File: config.mk
export PLATFORM = sky130hd
export DESIGN_NAME = erp_event_record_packer
export DESIGN_NICKNAME = d
export VERILOG_FILES = /design/src/core/erp_pkg.sv /design/src/core/erp_event_record_packer.sv
export SDC_FILE = /design/constraint.sdc
export NUM_CORES = 1
export LEC_CHECK = 0
export BUFFER_PORTS_ARGS = -buffer_cell sky130_fd_sc_hd__buf_2
export CORE_AREA = 2 2 141 143
export CTS_CLUSTER_SIZE = 20
export DETAILED_ROUTE_END_ITERATION = 10
export DIE_AREA = 0 0 143 145
export PLACE_DENSITY = 0.58
export SLEW_MARGIN = 20
export SYNTH_ARGS = -nofsm -noshare
export SYNTH_HDL_FRONTEND = slang
export SYNTH_SLANG_ARGS = --single-unit
File: constraint.sdc
create_clock -name core_clk -period 5.91 [get_ports core_clk]
set_clock_uncertainty 0.15 [all_clocks]
set_input_delay 1.4775 -clock core_clk [delete_from_list [all_inputs] [get_ports core_clk]]
set_output_delay 1.4775 -clock core_clk [all_outputs]
set_load 0.05 [all_outputs]
File: src/core/erp_pkg.sv
/*
  Constants for the event record packer: record byte layout, quality byte
  fields, precision codes and catch-up timing.
  Assumes a single 125 MHz core clock and producers synchronous to it.
*/
package erp_pkg;
  localparam int REC_BYTES = 12;
  localparam int REC_W = REC_BYTES * 8;
  // byte positions within the record
  localparam int BYTE_RSVD = 0;
  localparam int BYTE_VALUE = 1;
  localparam int BYTE_ID_LO = 2;
  localparam int BYTE_SEC_LO = 4;
  localparam int BYTE_FRAC_LO = 8;
  localparam int BYTE_QUAL = 11;
  // quality byte fields
  localparam int QB_LEAP = 7;
  localparam int QB_FAULT = 6;
  localparam int QB_UNSYNC = 5;
  localparam logic [4:0] PREC_NORMAL = 5'h0A;
  localparam logic [4:0] PREC_OVERFLOW = 5'h1E;
  localparam logic [4:0] PREC_CHAN_FAULT = 5'h1D;
  localparam logic [4:0] PREC_SNAPSHOT = 5'h1C;
  localparam logic [4:0] PREC_CATCHUP = 5'h1B;
  localparam logic [15:0] OVERFLOW_MARKER_IDENT = 16'h0010;
  // catch-up step: 0.5 ms as a 24-bit fraction of a second, rounded down
  localparam real CATCHUP_STEP_MS = 0.5;
  localparam logic [24:0] FRAC_ONE_SEC = 25'h1000000;
  localparam logic [23:0] CATCHUP_STEP_FRAC =
    24'(int'($floor(CATCHUP_STEP_MS / 1000.0 * 16777216.0)));
  localparam logic [23:0] RSVD_BYTE_VAL = 24'h000000;
  typedef enum logic [1:0] {
    ERP_ST_LIVE = 2'b01,
    ERP_ST_CATCHUP = 2'b10
  } erp_state_t;
endpackage : erp_pkg

File: src/core/erp_event_record_packer.sv
/*
  Event record packer: forms one 96-bit record per accepted event and
  presents it to the event FIFO write port as a single word.
  Assumes producers hold a request until evt_ready is seen; all inputs
  are synchronous to core_clk.
*/
module erp_event_record_packer
  import erp_pkg::*;
(
  input wire logic core_clk,
  input wire logic arst_n,
  input wire logic clk_en,
  // event request from edge detection / time base
  input wire logic evt_valid,
  input wire logic evt_rising,
  input wire logic [15:0] evt_ident,
  input wire logic [15:0] snapshot_values,
  input wire logic is_snapshot,
  input wire logic is_overflow,
  input wire logic is_chan_fault,
  input wire logic applicative_mode,
  // time base
  input wire logic [31:0] epoch_seconds_field,
  input wire logic [23:0] subsecond_fraction_field,
  input wire logic clock_fault_flag,
  input wire logic unsynced_flag,
  input wire logic catchup_start,
  // fifo write side
  input wire logic fifo_ready,
  output logic evt_ready,
  output logic fifo_valid,
  output logic [95:0] fifo_record,
  output logic catchup_active
);

  // ==========================================================
  // helpers
  // ==========================================================
  // 56-bit stamp: seconds above fraction, compared as one number
  function automatic logic [55:0] stamp_of(input logic [31:0] s, input logic [23:0] f);
    stamp_of = {s, f};
  endfunction : stamp_of

  function automatic logic [55:0] stamp_step(input logic [55:0] st);
    logic [24:0] sum;
    sum = {1'b0, st[23:0]} + {1'b0, CATCHUP_STEP_FRAC};
    // a wrapped fraction carries one second up
    if (sum >= FRAC_ONE_SEC) begin
      stamp_step = {st[55:24] + 32'h00000001, 24'(sum - FRAC_ONE_SEC)};
    end else begin
      stamp_step = {st[55:24], sum[23:0]};
    end
  endfunction : stamp_step

  // byte n of a field; every multi-byte field goes low byte first
  function automatic logic [7:0] byte_of(input logic [31:0] w, input int n);
    byte_of = w[n*8 +: 8];
  endfunction : byte_of

  // ==========================================================
  // handshake
  // ==========================================================
  logic fifo_valid_r;
  logic evt_ready_r;
  logic take;
  logic slot_free;

  // one record in flight at a time keeps records indivisible
  assign take = evt_valid && evt_ready_r;
  // the word slot is free when empty or when the fifo takes it now;
  // ready is a flop, so a request waits one cycle longer than needed
  assign slot_free = !fifo_valid_r || fifo_ready;

  always_ff @(posedge core_clk or negedge arst_n) begin
    if (!arst_n) begin
      evt_ready_r <= 1'b0;
    end else if (clk_en) begin
      evt_ready_r <= !take && slot_free;
    end
  end

  // ==========================================================
  // catch-up state
  // ==========================================================
  erp_state_t state_r;
  erp_state_t state_nxt;
  logic [55:0] last_stamp_r;
  logic [55:0] live_stamp;
  logic [55:0] step_stamp;
  logic [55:0] use_stamp;
  logic in_catchup;
  logic live_later;

  // ==========================================================
  // stamp source
  // ==========================================================
  // the last stamp is kept even while live, ready for a catch-up
  assign live_stamp = stamp_of(epoch_seconds_field, subsecond_fraction_field);
  assign step_stamp = stamp_step(last_stamp_r);
  // equal times keep catch-up on: two stamps in a row must differ
  assign live_later = live_stamp > last_stamp_r;
  assign in_catchup = (state_r == ERP_ST_CATCHUP) && !live_later;

  assign use_stamp = in_catchup ? step_stamp : live_stamp;

  // ==========================================================
  // catch-up state machine
  // ==========================================================
  // leave on first later time
  always_comb begin
    state_nxt = state_r;
    case (state_r)
      ERP_ST_LIVE: begin
        // a start while live always begins catch-up
        if (catchup_start) begin
          state_nxt = ERP_ST_CATCHUP;
        end
      end
      ERP_ST_CATCHUP: begin
        if (take && !in_catchup) begin
          state_nxt = ERP_ST_LIVE;
        end
      end
      default: state_nxt = ERP_ST_LIVE;
    endcase
  end

  always_ff @(posedge core_clk or negedge arst_n) begin
    if (!arst_n) begin
      state_r <= ERP_ST_LIVE;
    end else if (clk_en) begin
      state_r <= state_nxt;
    end
  end

  // ==========================================================
  // stamp register
  // ==========================================================
  // previous stamp kept
  // only taken records move it; a refused request leaves no trace
  always_ff @(posedge core_clk or negedge arst_n) begin
    if (!arst_n) begin
      last_stamp_r <= 56'h00000000000000;
    end else if (clk_en && take) begin
      last_stamp_r <= use_stamp;
    end
  end

  // ==========================================================
  // record assembly
  // ==========================================================
  logic [4:0] precision_code;
  logic [7:0] quality_byte;
  logic [7:0] value_byte;
  logic [15:0] ident_word;
  logic [95:0] record_nxt;
  logic [31:0] sec_word;
  logic [23:0] frac_word;
  // field lengths in bytes follow from where the next field starts
  localparam int ID_BYTES = BYTE_SEC_LO - BYTE_ID_LO;
  localparam int SEC_BYTES = BYTE_FRAC_LO - BYTE_SEC_LO;
  localparam int FRAC_BYTES = BYTE_QUAL - BYTE_FRAC_LO;

  // ==========================================================
  // precision code
  // ==========================================================
  // code priority order
  // specials beat catch-up: a reader must learn why the record is odd
  always_comb begin
    if (is_chan_fault) begin
      precision_code = PREC_CHAN_FAULT;
    end else if (is_overflow) begin
      precision_code = PREC_OVERFLOW;
    end else if (is_snapshot) begin
      precision_code = PREC_SNAPSHOT;
    end else if (in_catchup) begin
      precision_code = PREC_CATCHUP;
    end else begin
      // normal code regardless of clock status
      precision_code = PREC_NORMAL;
    end
  end

  // ==========================================================
  // quality byte
  // ==========================================================
  // quality byte layout
  // status flags pass through as seen at the take edge
  always_comb begin
    quality_byte = {3'b000, precision_code};
    quality_byte[QB_LEAP] = 1'b0;
    quality_byte[QB_FAULT] = clock_fault_flag;
    quality_byte[QB_UNSYNC] = unsynced_flag;
  end

  // ==========================================================
  // value and identifier
  // ==========================================================
  // value byte, snapshot carries channel values in id slot too
  // only eight channel values fit the value byte; the upper eight ride in
  // the identifier bytes so all sixteen survive in one record, except when an applicative overflow takes the identifier
  always_comb begin
    if (is_snapshot) begin
      value_byte = snapshot_values[7:0];
    end else begin
      value_byte = {7'b0000000, evt_rising};
    end
  end

  // overflow identifier in applicative mode
  // applicative overflow wins so its marker never reads as a channel
  always_comb begin
    if (is_overflow && applicative_mode) begin
      ident_word = OVERFLOW_MARKER_IDENT;
    end else if (is_snapshot) begin
      ident_word = {8'h00, snapshot_values[15:8]};
    end else begin
      ident_word = evt_ident;
    end
  end

  assign sec_word = use_stamp[55:24];
  assign frac_word = use_stamp[23:0];

  // ==========================================================
  // record packing
  // ==========================================================
  // twelve byte layout
  always_comb begin
    record_nxt = '0;
    record_nxt[BYTE_RSVD*8 +: 8] = RSVD_BYTE_VAL[7:0];
    record_nxt[BYTE_VALUE*8 +: 8] = value_byte;
    for (int i = 0; i < ID_BYTES; i++) begin
      record_nxt[(BYTE_ID_LO + i)*8 +: 8] = byte_of({16'h0000, ident_word}, i);
    end
    for (int i = 0; i < SEC_BYTES; i++) begin
      record_nxt[(BYTE_SEC_LO + i)*8 +: 8] = byte_of(sec_word, i);
    end
    for (int i = 0; i < FRAC_BYTES; i++) begin
      record_nxt[(BYTE_FRAC_LO + i)*8 +: 8] = byte_of({8'h00, frac_word}, i);
    end
    record_nxt[BYTE_QUAL*8 +: 8] = quality_byte;
  end

  // ==========================================================
  // output register
  // ==========================================================
  logic [95:0] record_r;
  logic catchup_r;

  always_ff @(posedge core_clk or negedge arst_n) begin
    if (!arst_n) begin
      fifo_valid_r <= 1'b0;
    end else if (clk_en) begin
      // a new take wins over the fifo emptying the slot
      if (take) begin
        fifo_valid_r <= 1'b1;
      end else if (fifo_ready) begin
        fifo_valid_r <= 1'b0;
      end
    end
  end

  always_ff @(posedge core_clk or negedge arst_n) begin
    if (!arst_n) begin
      record_r <= '0;
    end else if (clk_en && take) begin
      record_r <= record_nxt;
    end
  end

  // ==========================================================
  // catch-up flag
  // ==========================================================
  // mirrors the next state so the flag and state_r always agree
  always_ff @(posedge core_clk or negedge arst_n) begin
    if (!arst_n) begin
      catchup_r <= 1'b0;
    end else if (clk_en) begin
      catchup_r <= (state_nxt == ERP_ST_CATCHUP);
    end
  end

  // ==========================================================
  // outputs
  // ==========================================================
  // every output leaves straight from a flop
  assign fifo_valid = fifo_valid_r;
  assign fifo_record = record_r;
  assign evt_ready = evt_ready_r;
  assign catchup_active = catchup_r;

endmodule : erp_event_record_packer

=== After elaboration in Yosys (flattened, before gate mapping) ===
Index checks and enable logic that the tools add are counted.
W data, S select, Z words.

* $add $sub $neg: 3
* $mul: 0
* Divide/modulo/power cells: 0
* Magnitude comparators: 2
* Eq/ne operators: 3
* Shifts and indexed selects: 0
* Multiplexer cells: 14
* Bitwise operators: 0
* Reduce and logical (&&, ||, !) cells: 13

{| class="wikitable"
|+ Operators by type and width
! operator !! count
|-
| $mux W56 || 2
|-
| $gt A56 B56 Y1 || 1
|-
| $add A32 B1 Y32 const B || 1
|-
| $mux W16 || 2
|-
| $add A24 B14 Y25 const B || 1
|-
| $ge A25 B25 Y1 const B || 1
|-
| $sub A24 B1 Y24 const B || 1
|-
| $mux W5 || 4
|-
| $mux W8 || 1
|-
| $logic_and A1 B1 Y1 || 6
|-
| $eq A2 B2 Y1 const B || 2
|-
| $logic_not A1 Y1 || 4
|-
| $mux W2 || 2
|-
| $pmux W2 S2 || 1
|-
| $eq A2 B1 Y1 const B || 1
|-
| $mux W1 || 2
|-
| $reduce_and A2 Y1 || 1
|-
| $reduce_bool A2 Y1 || 1
|-
| $logic_or A1 B1 Y1 || 1
|}

* Register bits: 148
* Latch bits: 0
* Bits in writable memories: 0
* Memory bits (read-only): 0
* Bits of input ports: 101
* Output and inout port bits: 99
* Word-level logic and storage cells: 41
* Memories kept: 0

=== Logic depth before layout (Yosys ltp) ===
Gate-level depths: netlist (run 1).

* Depth after elaboration: 8
* Depth in mapped cells: 14
* Gate-level depth less buffers: 10

=== Worst setup path after synthesis (run 1) ===
OpenSTA, ideal clock, no wires.

* Kind: input port to flip-flop
* From: input port subsecond_fraction_field[22]
* To: register last_stamp_r[0]
* Data arrival time: 3.852 ns
* Data required time: 5.635 ns
* Path slack: 1.783 ns
* Stages: 11
* Cells stage by stage: ha_1 nand4_1 nor4_1 nand4_1 or3_1 mux2i_1 o21a_1 buf_2 buf_4 nor2_1 mux2_2

* Word-level cells in the longest chain between the ends: 4

{| class="wikitable"
|+ Ends and longest elaborated chain
! element !! RTL line !! source
|-
| start: declaration || erp_event_record_packer.sv:24 || <nowiki>input wire logic [23:0] subsecond_fraction_field,</nowiki>
|-
| $gt A56 B56 Y1 || erp_event_record_packer.sv:101 || <nowiki>assign live_later = live_stamp > last_stamp_r;</nowiki>
|-
| $logic_not A1 Y1 || erp_event_record_packer.sv:102 || <nowiki>assign in_catchup = (state_r == ERP_ST_CATCHUP) && !live_later;</nowiki>
|-
| $logic_and A1 B1 Y1 || erp_event_record_packer.sv:102 ||
|-
| $mux W56 || erp_event_record_packer.sv:104 || <nowiki>assign use_stamp = in_catchup ? step_stamp : live_stamp;</nowiki>
|-
| end signal: assignment || erp_event_record_packer.sv:145 || <nowiki>last_stamp_r <= use_stamp;</nowiki>
|-
| end: declaration || erp_event_record_packer.sv:87 || <nowiki>logic [55:0] last_stamp_r;</nowiki>
|}

No other way between the ends.
A chain may end at the register's enable or synchronous reset.

=== Worst setup path after layout (run 1) ===
* From: input port epoch_seconds_field[15]
* To: register last_stamp_r[0]

* Word-level cells in the longest chain between the ends: 4

{| class="wikitable"
|+ Ends and longest elaborated chain
! element !! RTL line !! source
|-
| start: declaration || erp_event_record_packer.sv:23 || <nowiki>input wire logic [31:0] epoch_seconds_field,</nowiki>
|-
| $gt A56 B56 Y1 || erp_event_record_packer.sv:101 ||
|-
| $logic_not A1 Y1 || erp_event_record_packer.sv:102 ||
|-
| $logic_and A1 B1 Y1 || erp_event_record_packer.sv:102 ||
|-
| $mux W56 || erp_event_record_packer.sv:104 ||
|}

No other way between the ends.

==> key figures, run 1 <==
Min path
  – Worst hold path type: reg2reg

Logic synthesis
  – Syn_area_per_cell: 8.664 um2
  – Top cells by count, synth: dfrtp_1, nand2_1, inv_1
  – Cell variety after synth: 61
  – Area leader, netlist: dfrtp_1
  – Mapped Cells: around 760
  – Top cell type's share of synthesized area: 0.3463
  – Ranking of synthesized cells by area: dfrtp_1, ha_1, mux2i_1
  – Synth warnings: 0
  – Async set or reset register ratio after synthesis: 1.000
  – Seq/Total Area, Yosys: 0.3503
  – Top_reg_cell synth: dfrtp_1
  – Number of flops mapped to enable cells by yosys: 0
  – Most common cell in the netlist: dfrtp_1
  – Yosys reg bits: 92
  – Synth Cell Area: approximately 0.0066 mm2

Place
  – Port bufs: 190
  – DP Wirelength: ~14000 um
  – Dpl cell area: about 0.0077 mm2
  – Placer Congestion: 0.8183

Final layout
  – Multi-input gate area: 0.003849 mm2
  – Area occupied by registers: around 0.0023 mm2
  – Final nets: between 1k and 1.5k
  – Layout cell share with drive strength beyond 1: 0.2473
  – Final instance area: around 0.0080 mm2
  – Filler cells: about 1.9k
  – Area Growth Syn to Fin: 22.13%

Clocking
  – CTS resizes: 0
  – Clk slew on worst S/H paths: 80 ps
  – CTS tree: built
  – CTS Buffer Depth: 2
  – Post CTS Setup Buffer Count: 0
  – Hold buffer count at CTS: 0
  – CTS Sinks: 92
  – CTS buffer count: 9
  – H-tree depth: 3
  – Clk Latency, worst-skew pair: about 360 ps
  – Clk root buf: clkbuf_16

Setup path
  – Worst EP arrival: 4830 ps
  – Crit-path slowest cell: o21a_4
  – Worst path top cell family by delay: simple AND/OR/NAND/NOR gates
  – Startpoint Class: input port
  – CP bufs+invs: 2
  – Req. time, crit path: approximately 6000 ps
  – CP Class: in2reg
  – CP max stage delay: approximately 540 ps
  – CP max FO: 39
  – Cell mode on critical path: nand4_1
  – Cell Chain, Critical Path: buf_2 > ha_1 > nand4_1 > nor3_1 > nand4_1 > or3_1 > mux2i_1 > o21a_4 > buf_12 > nor2_1 > mux2_2
  – Crit. End Element: flop

Timing
  – # setup viols final: 0
  – Max Fclk: about 0.21 GHz
  – Max Transition Viols Final: 0
  – Fin Setup TNS: 0 ps
  – RSZ-0062 raised after global routing: no
  – Max_slew headroom: 0.3515
  – Period utilisation layout: 0.8000
  – Slew @ Worst Pin: between 900 and 1000 ps
  – Min Tclk post-route: approximately 4700 ps
  – Hold Vio Cnt, Final: 0

Floorplanning
  – Die outline area: 0.02074 mm2
  – Std-Cell Core Area: slightly below 0.02 mm2
  – Starting Density: 0.3424
  – # IOs: 200
  – FP Rows: slightly above 50
  – Die W: about 140 um
  – Die Y: between 100 and 150 um

Global route
  – Grt ovf: 0
  – Vias in the first global route: a little over 6k
  – GRT Total Usage: 0.1914
  – Antenna violations before repair: 1
  – Pin count of the biggest net entering global routing: 53
  – First-pass GRT wire length: between 30000 and 40000 um

Route
  – Via count: roughly 6.4k
  – Drt pass-1 iters: 5
  – Vias per Instance: around 5.3
  – # DRC: 0
  – Routed wire length per instance: roughly 16 um
  – Remaining antenna violation count: 0
  – Drt initial violations: around 400
  – Final WL: just under 20000 um

Power
  – Power per cell area: between 500 and 600 mW/mm2
  – Register share of total power: 0.282
  – Combinational power share: 0.581
  – Clock power frac: 0.138
  – Internal power: roughly 1.9 mW
  – NetSw: roughly 2.3 mW
  – Switch share: 0.5501
  – Leakage dissipation: 3.784 nW
  – Peak VDD IR: ~250 uV

Run status
  – Status: completed

Run
  – Max-cap violations: 0
## per-layer routing
layer,track usage,routed length [um],vias up
met2,0.2993,9022,199
met1,0.2606,9084,3020
met4,0.04406,279,0
met5,0,0,-
met3,0.05611,1404,18
li1,-,-,3124
## cell type report
| cell class | instances | area share |
|---|---|---|
| Clock buffer | 10 | 0.02851 |
| Antenna cell | 1 | 0.0003116 |
| Timing Repair Buffer | 197 | 0.1268 |
| Multi-Input combinational cell | 564 | 0.4792 |
| Sequential cell | 92 | 0.2868 |
| Tap cell | 265 | 0.04128 |
| Inverter | 65 | 0.03038 |
| Clock inverter | 6 | 0.006699 |
## per-stage QoR
| step | hold slack (ps) | worst slack, ps | power [mW] | util | instances |
|---|---|---|---|---|---|
| after floorplan | 366.2 | 1783 | 2.967 | - | 767 |
| after global placement | 296.9 | 917.1 | 3.608 | 0.4033 | 1183 |
| final | 309.7 | 1182 | 4.188 | 0.4181 | 1200 |
| after global routing | 325.3 | 888.9 | 4.511 | 0.4181 | 1200 |
| after detailed placement | 296.9 | 776.2 | 3.620 | 0.4033 | 1183 |
| after CTS | 313.5 | 1164 | 4.226 | 0.4180 | 1199 |
## cell usage in the layout (no fill, tap or decap), types with 8 or more instances in the layout
cell,Yosys,layout
nor2_1,21,21
mux2i_1,37,37
a22o_1,9,9
nand3_1,51,51
ha_1,61,61
nand2_1,78,77
buf_2,5,189
nor3_1,27,27
o211ai_1,16,16
clkbuf_16,0,9
o21ai_0,41,41
a2bb2oi_1,23,23
dfrtp_1,91,91
a22oi_1,11,11
nor4_1,8,8
conb_1,1,9
a21oi_1,58,58
inv_1,65,65
nand4_1,24,24
## sequential cells by signal, summed over array words and instances (netlist names)
register	cells
last_stamp_r	55
fifo_record	32
state_r	2
catchup_active	1
evt_ready	1
fifo_valid	1
## kinds of logic after synthesis
group	count (synthesis)	synth area share
simple gates	246	0.1868
flops	92	0.3503
buf+inv	111	0.07192
mux	42	0.06488
compound gates	206	0.2095
other cells	1	0.0005702
fa+ha+maj	61	0.1161
## power by group through the flow
| stage | clock network, mW | logic (mW) | registers (mW) |
|---|---|---|---|
| after floorplan | 0 | 1.02 | 1.95 |
| after global placement | 0 | 2.42 | 1.19 |
| after detailed placement | 0 | 2.44 | 1.18 |
| after CTS | 0.604 | 2.44 | 1.18 |
| after global routing | 0.631 | 2.65 | 1.23 |
| final | 0.576 | 2.43 | 1.18 |
## path summary, 6_finish.rpt
check | startpoint | endpoint | slack [ps] | cells past startpoint
hold reg to reg | fifo_record[91] | fifo_record[91] | 310 | 1
setup reg to reg | last_stamp_r[38] | last_stamp_r[0] | 1800 | 11
max in group asynchronous | arst_n | fifo_record[16] | 3540 | 2
hold / removal | fifo_record[91] | fifo_record[91] | 310 | 1
setup / recovery | epoch_seconds_field[15] | last_stamp_r[0] | 1180 | 11
min in group asynchronous | arst_n | last_stamp_r[10] | 1030 | 1
Note: power is estimated with default switching activity, not from simulation.
==> inputs of run 2 (changes only) <==
- clock period: 5.91 -> 4.7 ns (I/O delays scaled with it)
==> run 2 against run 1 <==
Clock power grew 32%. Sequential power is 26% higher. Critical path depth unchanged. Largest power group unchanged.
==> key figures, run 2 (synthesized netlist as in run 1, its figures left out) <==
Final layout
  – Area Growth Syn to Fin: 23.78%
  – Final std cells w/o fill: 1208
  – Commonest non-fill, non-tap cell in the layout: buf_2
  – Commonest non-fill, non-tap cells in the layout: buf_2, dfrtp_1, nand2_1, inv_1, ha_1
  – Final nets: roughly 1.1k
  – Biggest register: last_stamp_r
  – Layout cell share with drive strength beyond 1: 0.2556
  – Antenna diode count: 0
  – Max reg flops: 55
  – Filler cells: roughly 2.0k

Timing
  – Max Transition Viols Final: 0
  – RSZ-0062 raised after global routing: no
  – Fin Setup TNS: 0 ps
  – Period utilisation layout: 0.9206
  – Min Tclk post-route: approximately 4300 ps
  – Slew @ Worst Pin: between 1000 and 1500 ps
  – Hold Vio Cnt, Final: 0
  – # setup viols final: 0
  – Max Fclk: 0.2311 GHz
  – Max_slew headroom: 0.2574

Setup path
  – Req. time, crit path: roughly 4800 ps
  – Worst path top cell family by delay: simple AND/OR/NAND/NOR gates
  – Crit. End Element: flop
  – CP bufs+invs: 2
  – Worst EP arrival: roughly 4400 ps
  – CP Class: in2reg
  – Critical Path Start: subsecond_fraction_field[22]
  – Setup crit end: last_stamp_r[28]
  – Register-to-register setup slack: 730 ps
  – CP max stage delay: 610 ps
  – CP max FO: 27
  – Startpoint Class: input port
  – Worst R2R Start: last_stamp_r[18]
  – Cell Chain, Critical Path: buf_2 > ha_1 > nand4_1 > nor4_1 > nand4_1 > or3_1 > mux2i_1 > o21a_4 > buf_4 > mux2i_1 > a22oi_1
  – Crit-path slowest cell: nor4_1
  – Levels on crit path: 11
  – R2R cell count: 11
  – Reg-to-reg endpoint: last_stamp_r[28]

Global route
  – Pin count of the biggest net entering global routing: 58
  – First-pass GRT wire length: approximately 32000 um
  – GRT Total Usage: 0.1927
  – Vias in the first global route: between 6k and 7k
  – Grt ovf: 0
  – Antenna violations before repair: 0

Route
  – Via count: ~6.4k
  – # DRC: 0
  – Drt pass-1 iters: 5
  – Final WL: 20040 um
  – Remaining antenna violation count: 0
  – Drt initial violations: between 300 and 400
  – Routed wire length per instance: between 15 and 20 um
  – Vias per Instance: approximately 5.3

Floorplanning
  – Die Y: between 100 and 150 um
  – Die outline area: between 0.02 and 0.025 mm2
  – # IOs: 200
  – Starting Density: 0.3424
  – FP Rows: between 50 and 60
  – Die W: ~140 um
  – Std-Cell Core Area: between 0.015 and 0.02 mm2

Power
  – Clock power frac: 0.143
  – Peak VDD IR: 248.4 uV
  – NetSw: 2.908 mW
  – Leakage dissipation: 3.857 nW
  – Power per cell area: about 650 mW/mm2
  – Switch share: 0.5468
  – Register share of total power: 0.280
  – Internal power: ~2.4 mW
  – Combinational power share: 0.577

Clocking
  – Hold buffer count at CTS: 0
  – CTS Buffer Depth: 2
  – Clk Latency, worst-skew pair: 360 ps
  – CTS tree: built
  – CTS Sinks: ~90
  – H-tree depth: 3
  – CTS resizes: 0
  – CTS buffer count: 9
  – Clk slew on worst S/H paths: 70 ps
  – Clk root buf: clkbuf_16
  – Post CTS Setup Buffer Count: 0

Place
  – Inst Count DP: roughly 1.2k
  – Placer Congestion: 0.8507
  – Port bufs: 190
  – DP Wirelength: ~15000 um

Run
  – Max-cap violations: 0

Run status
  – Status: completed

Min path
  – Worst hold path type: reg2reg
[run 2: changes by cell type in the layout (fill, tap and decap cells not counted), moves of 2 or more]
cell	delta
buf_12	+2
inv_6	-2
buf_4	+7
inv_8	+3
[run 2: cell type report]
type	count	area, um2	area share
tap	265	331.6	0.04073
timing repair buffer	206	1111	0.1365
clock inverter	6	62.56	0.007685
inverter	65	244.0	0.02997
sequential	92	2303	0.2830
clock buffer	10	239.0	0.02936
multi-input combinational	564	3849	0.4728
[run 2: how the worst min path moves through the flow]
stage,from,end,slack [ps],depth (start not counted)
2_1_floorplan,state_r[1],state_r[1],370,1
3_3_place_gp,fifo_record[91],fifo_record[91],300,1
3_5_place_dp,fifo_record[13],fifo_record[13],300,2
4_1_cts,fifo_record[91],fifo_record[91],320,1
5_1_grt,fifo_record[10],fifo_record[10],340,2
6_report,fifo_record[91],fifo_record[91],320,1
[run 2: power groups by stage]
stage | registers (mW) | logic (mW) | clock network, mW
2_1_floorplan | 2.45 | 1.28 | 0
3_3_place_gp | 1.49 | 3.06 | 0
3_5_place_dp | 1.49 | 3.08 | 0
4_1_cts | 1.49 | 3.08 | 0.792
5_1_grt | 1.55 | 3.34 | 0.816
6_report | 1.49 | 3.07 | 0.763
[run 2: metal layers]
layer	vias to the layer above	track usage	part of all wire
met5	-	0	0
met4	0	0.04158	0.0099
met3	12	0.05413	0.074
met2	201	0.3065	0.46
met1	3049	0.2604	0.46
li1	3137	-	-
[run 2: through the flow]
| stage | hold WS [ps] | power (mW) | cell area (um2) | util | worst slack (ps) |
|---|---|---|---|---|---|
| 5_1_grt | 341.6 | 5.711 | 8140 | 0.4238 | 151.0 |
| 3_5_place_dp | 304.7 | 4.572 | 7839 | 0.4081 | 34.84 |
| 3_3_place_gp | 299.4 | 4.556 | 7839 | 0.4081 | 156.1 |
| 4_1_cts | 322.3 | 5.364 | 8140 | 0.4238 | 414.6 |
| 2_1_floorplan | 366.2 | 3.731 | 6606 | - | 875.7 |
| 6_report | 321.6 | 5.318 | 8140 | 0.4238 | 373.0 |
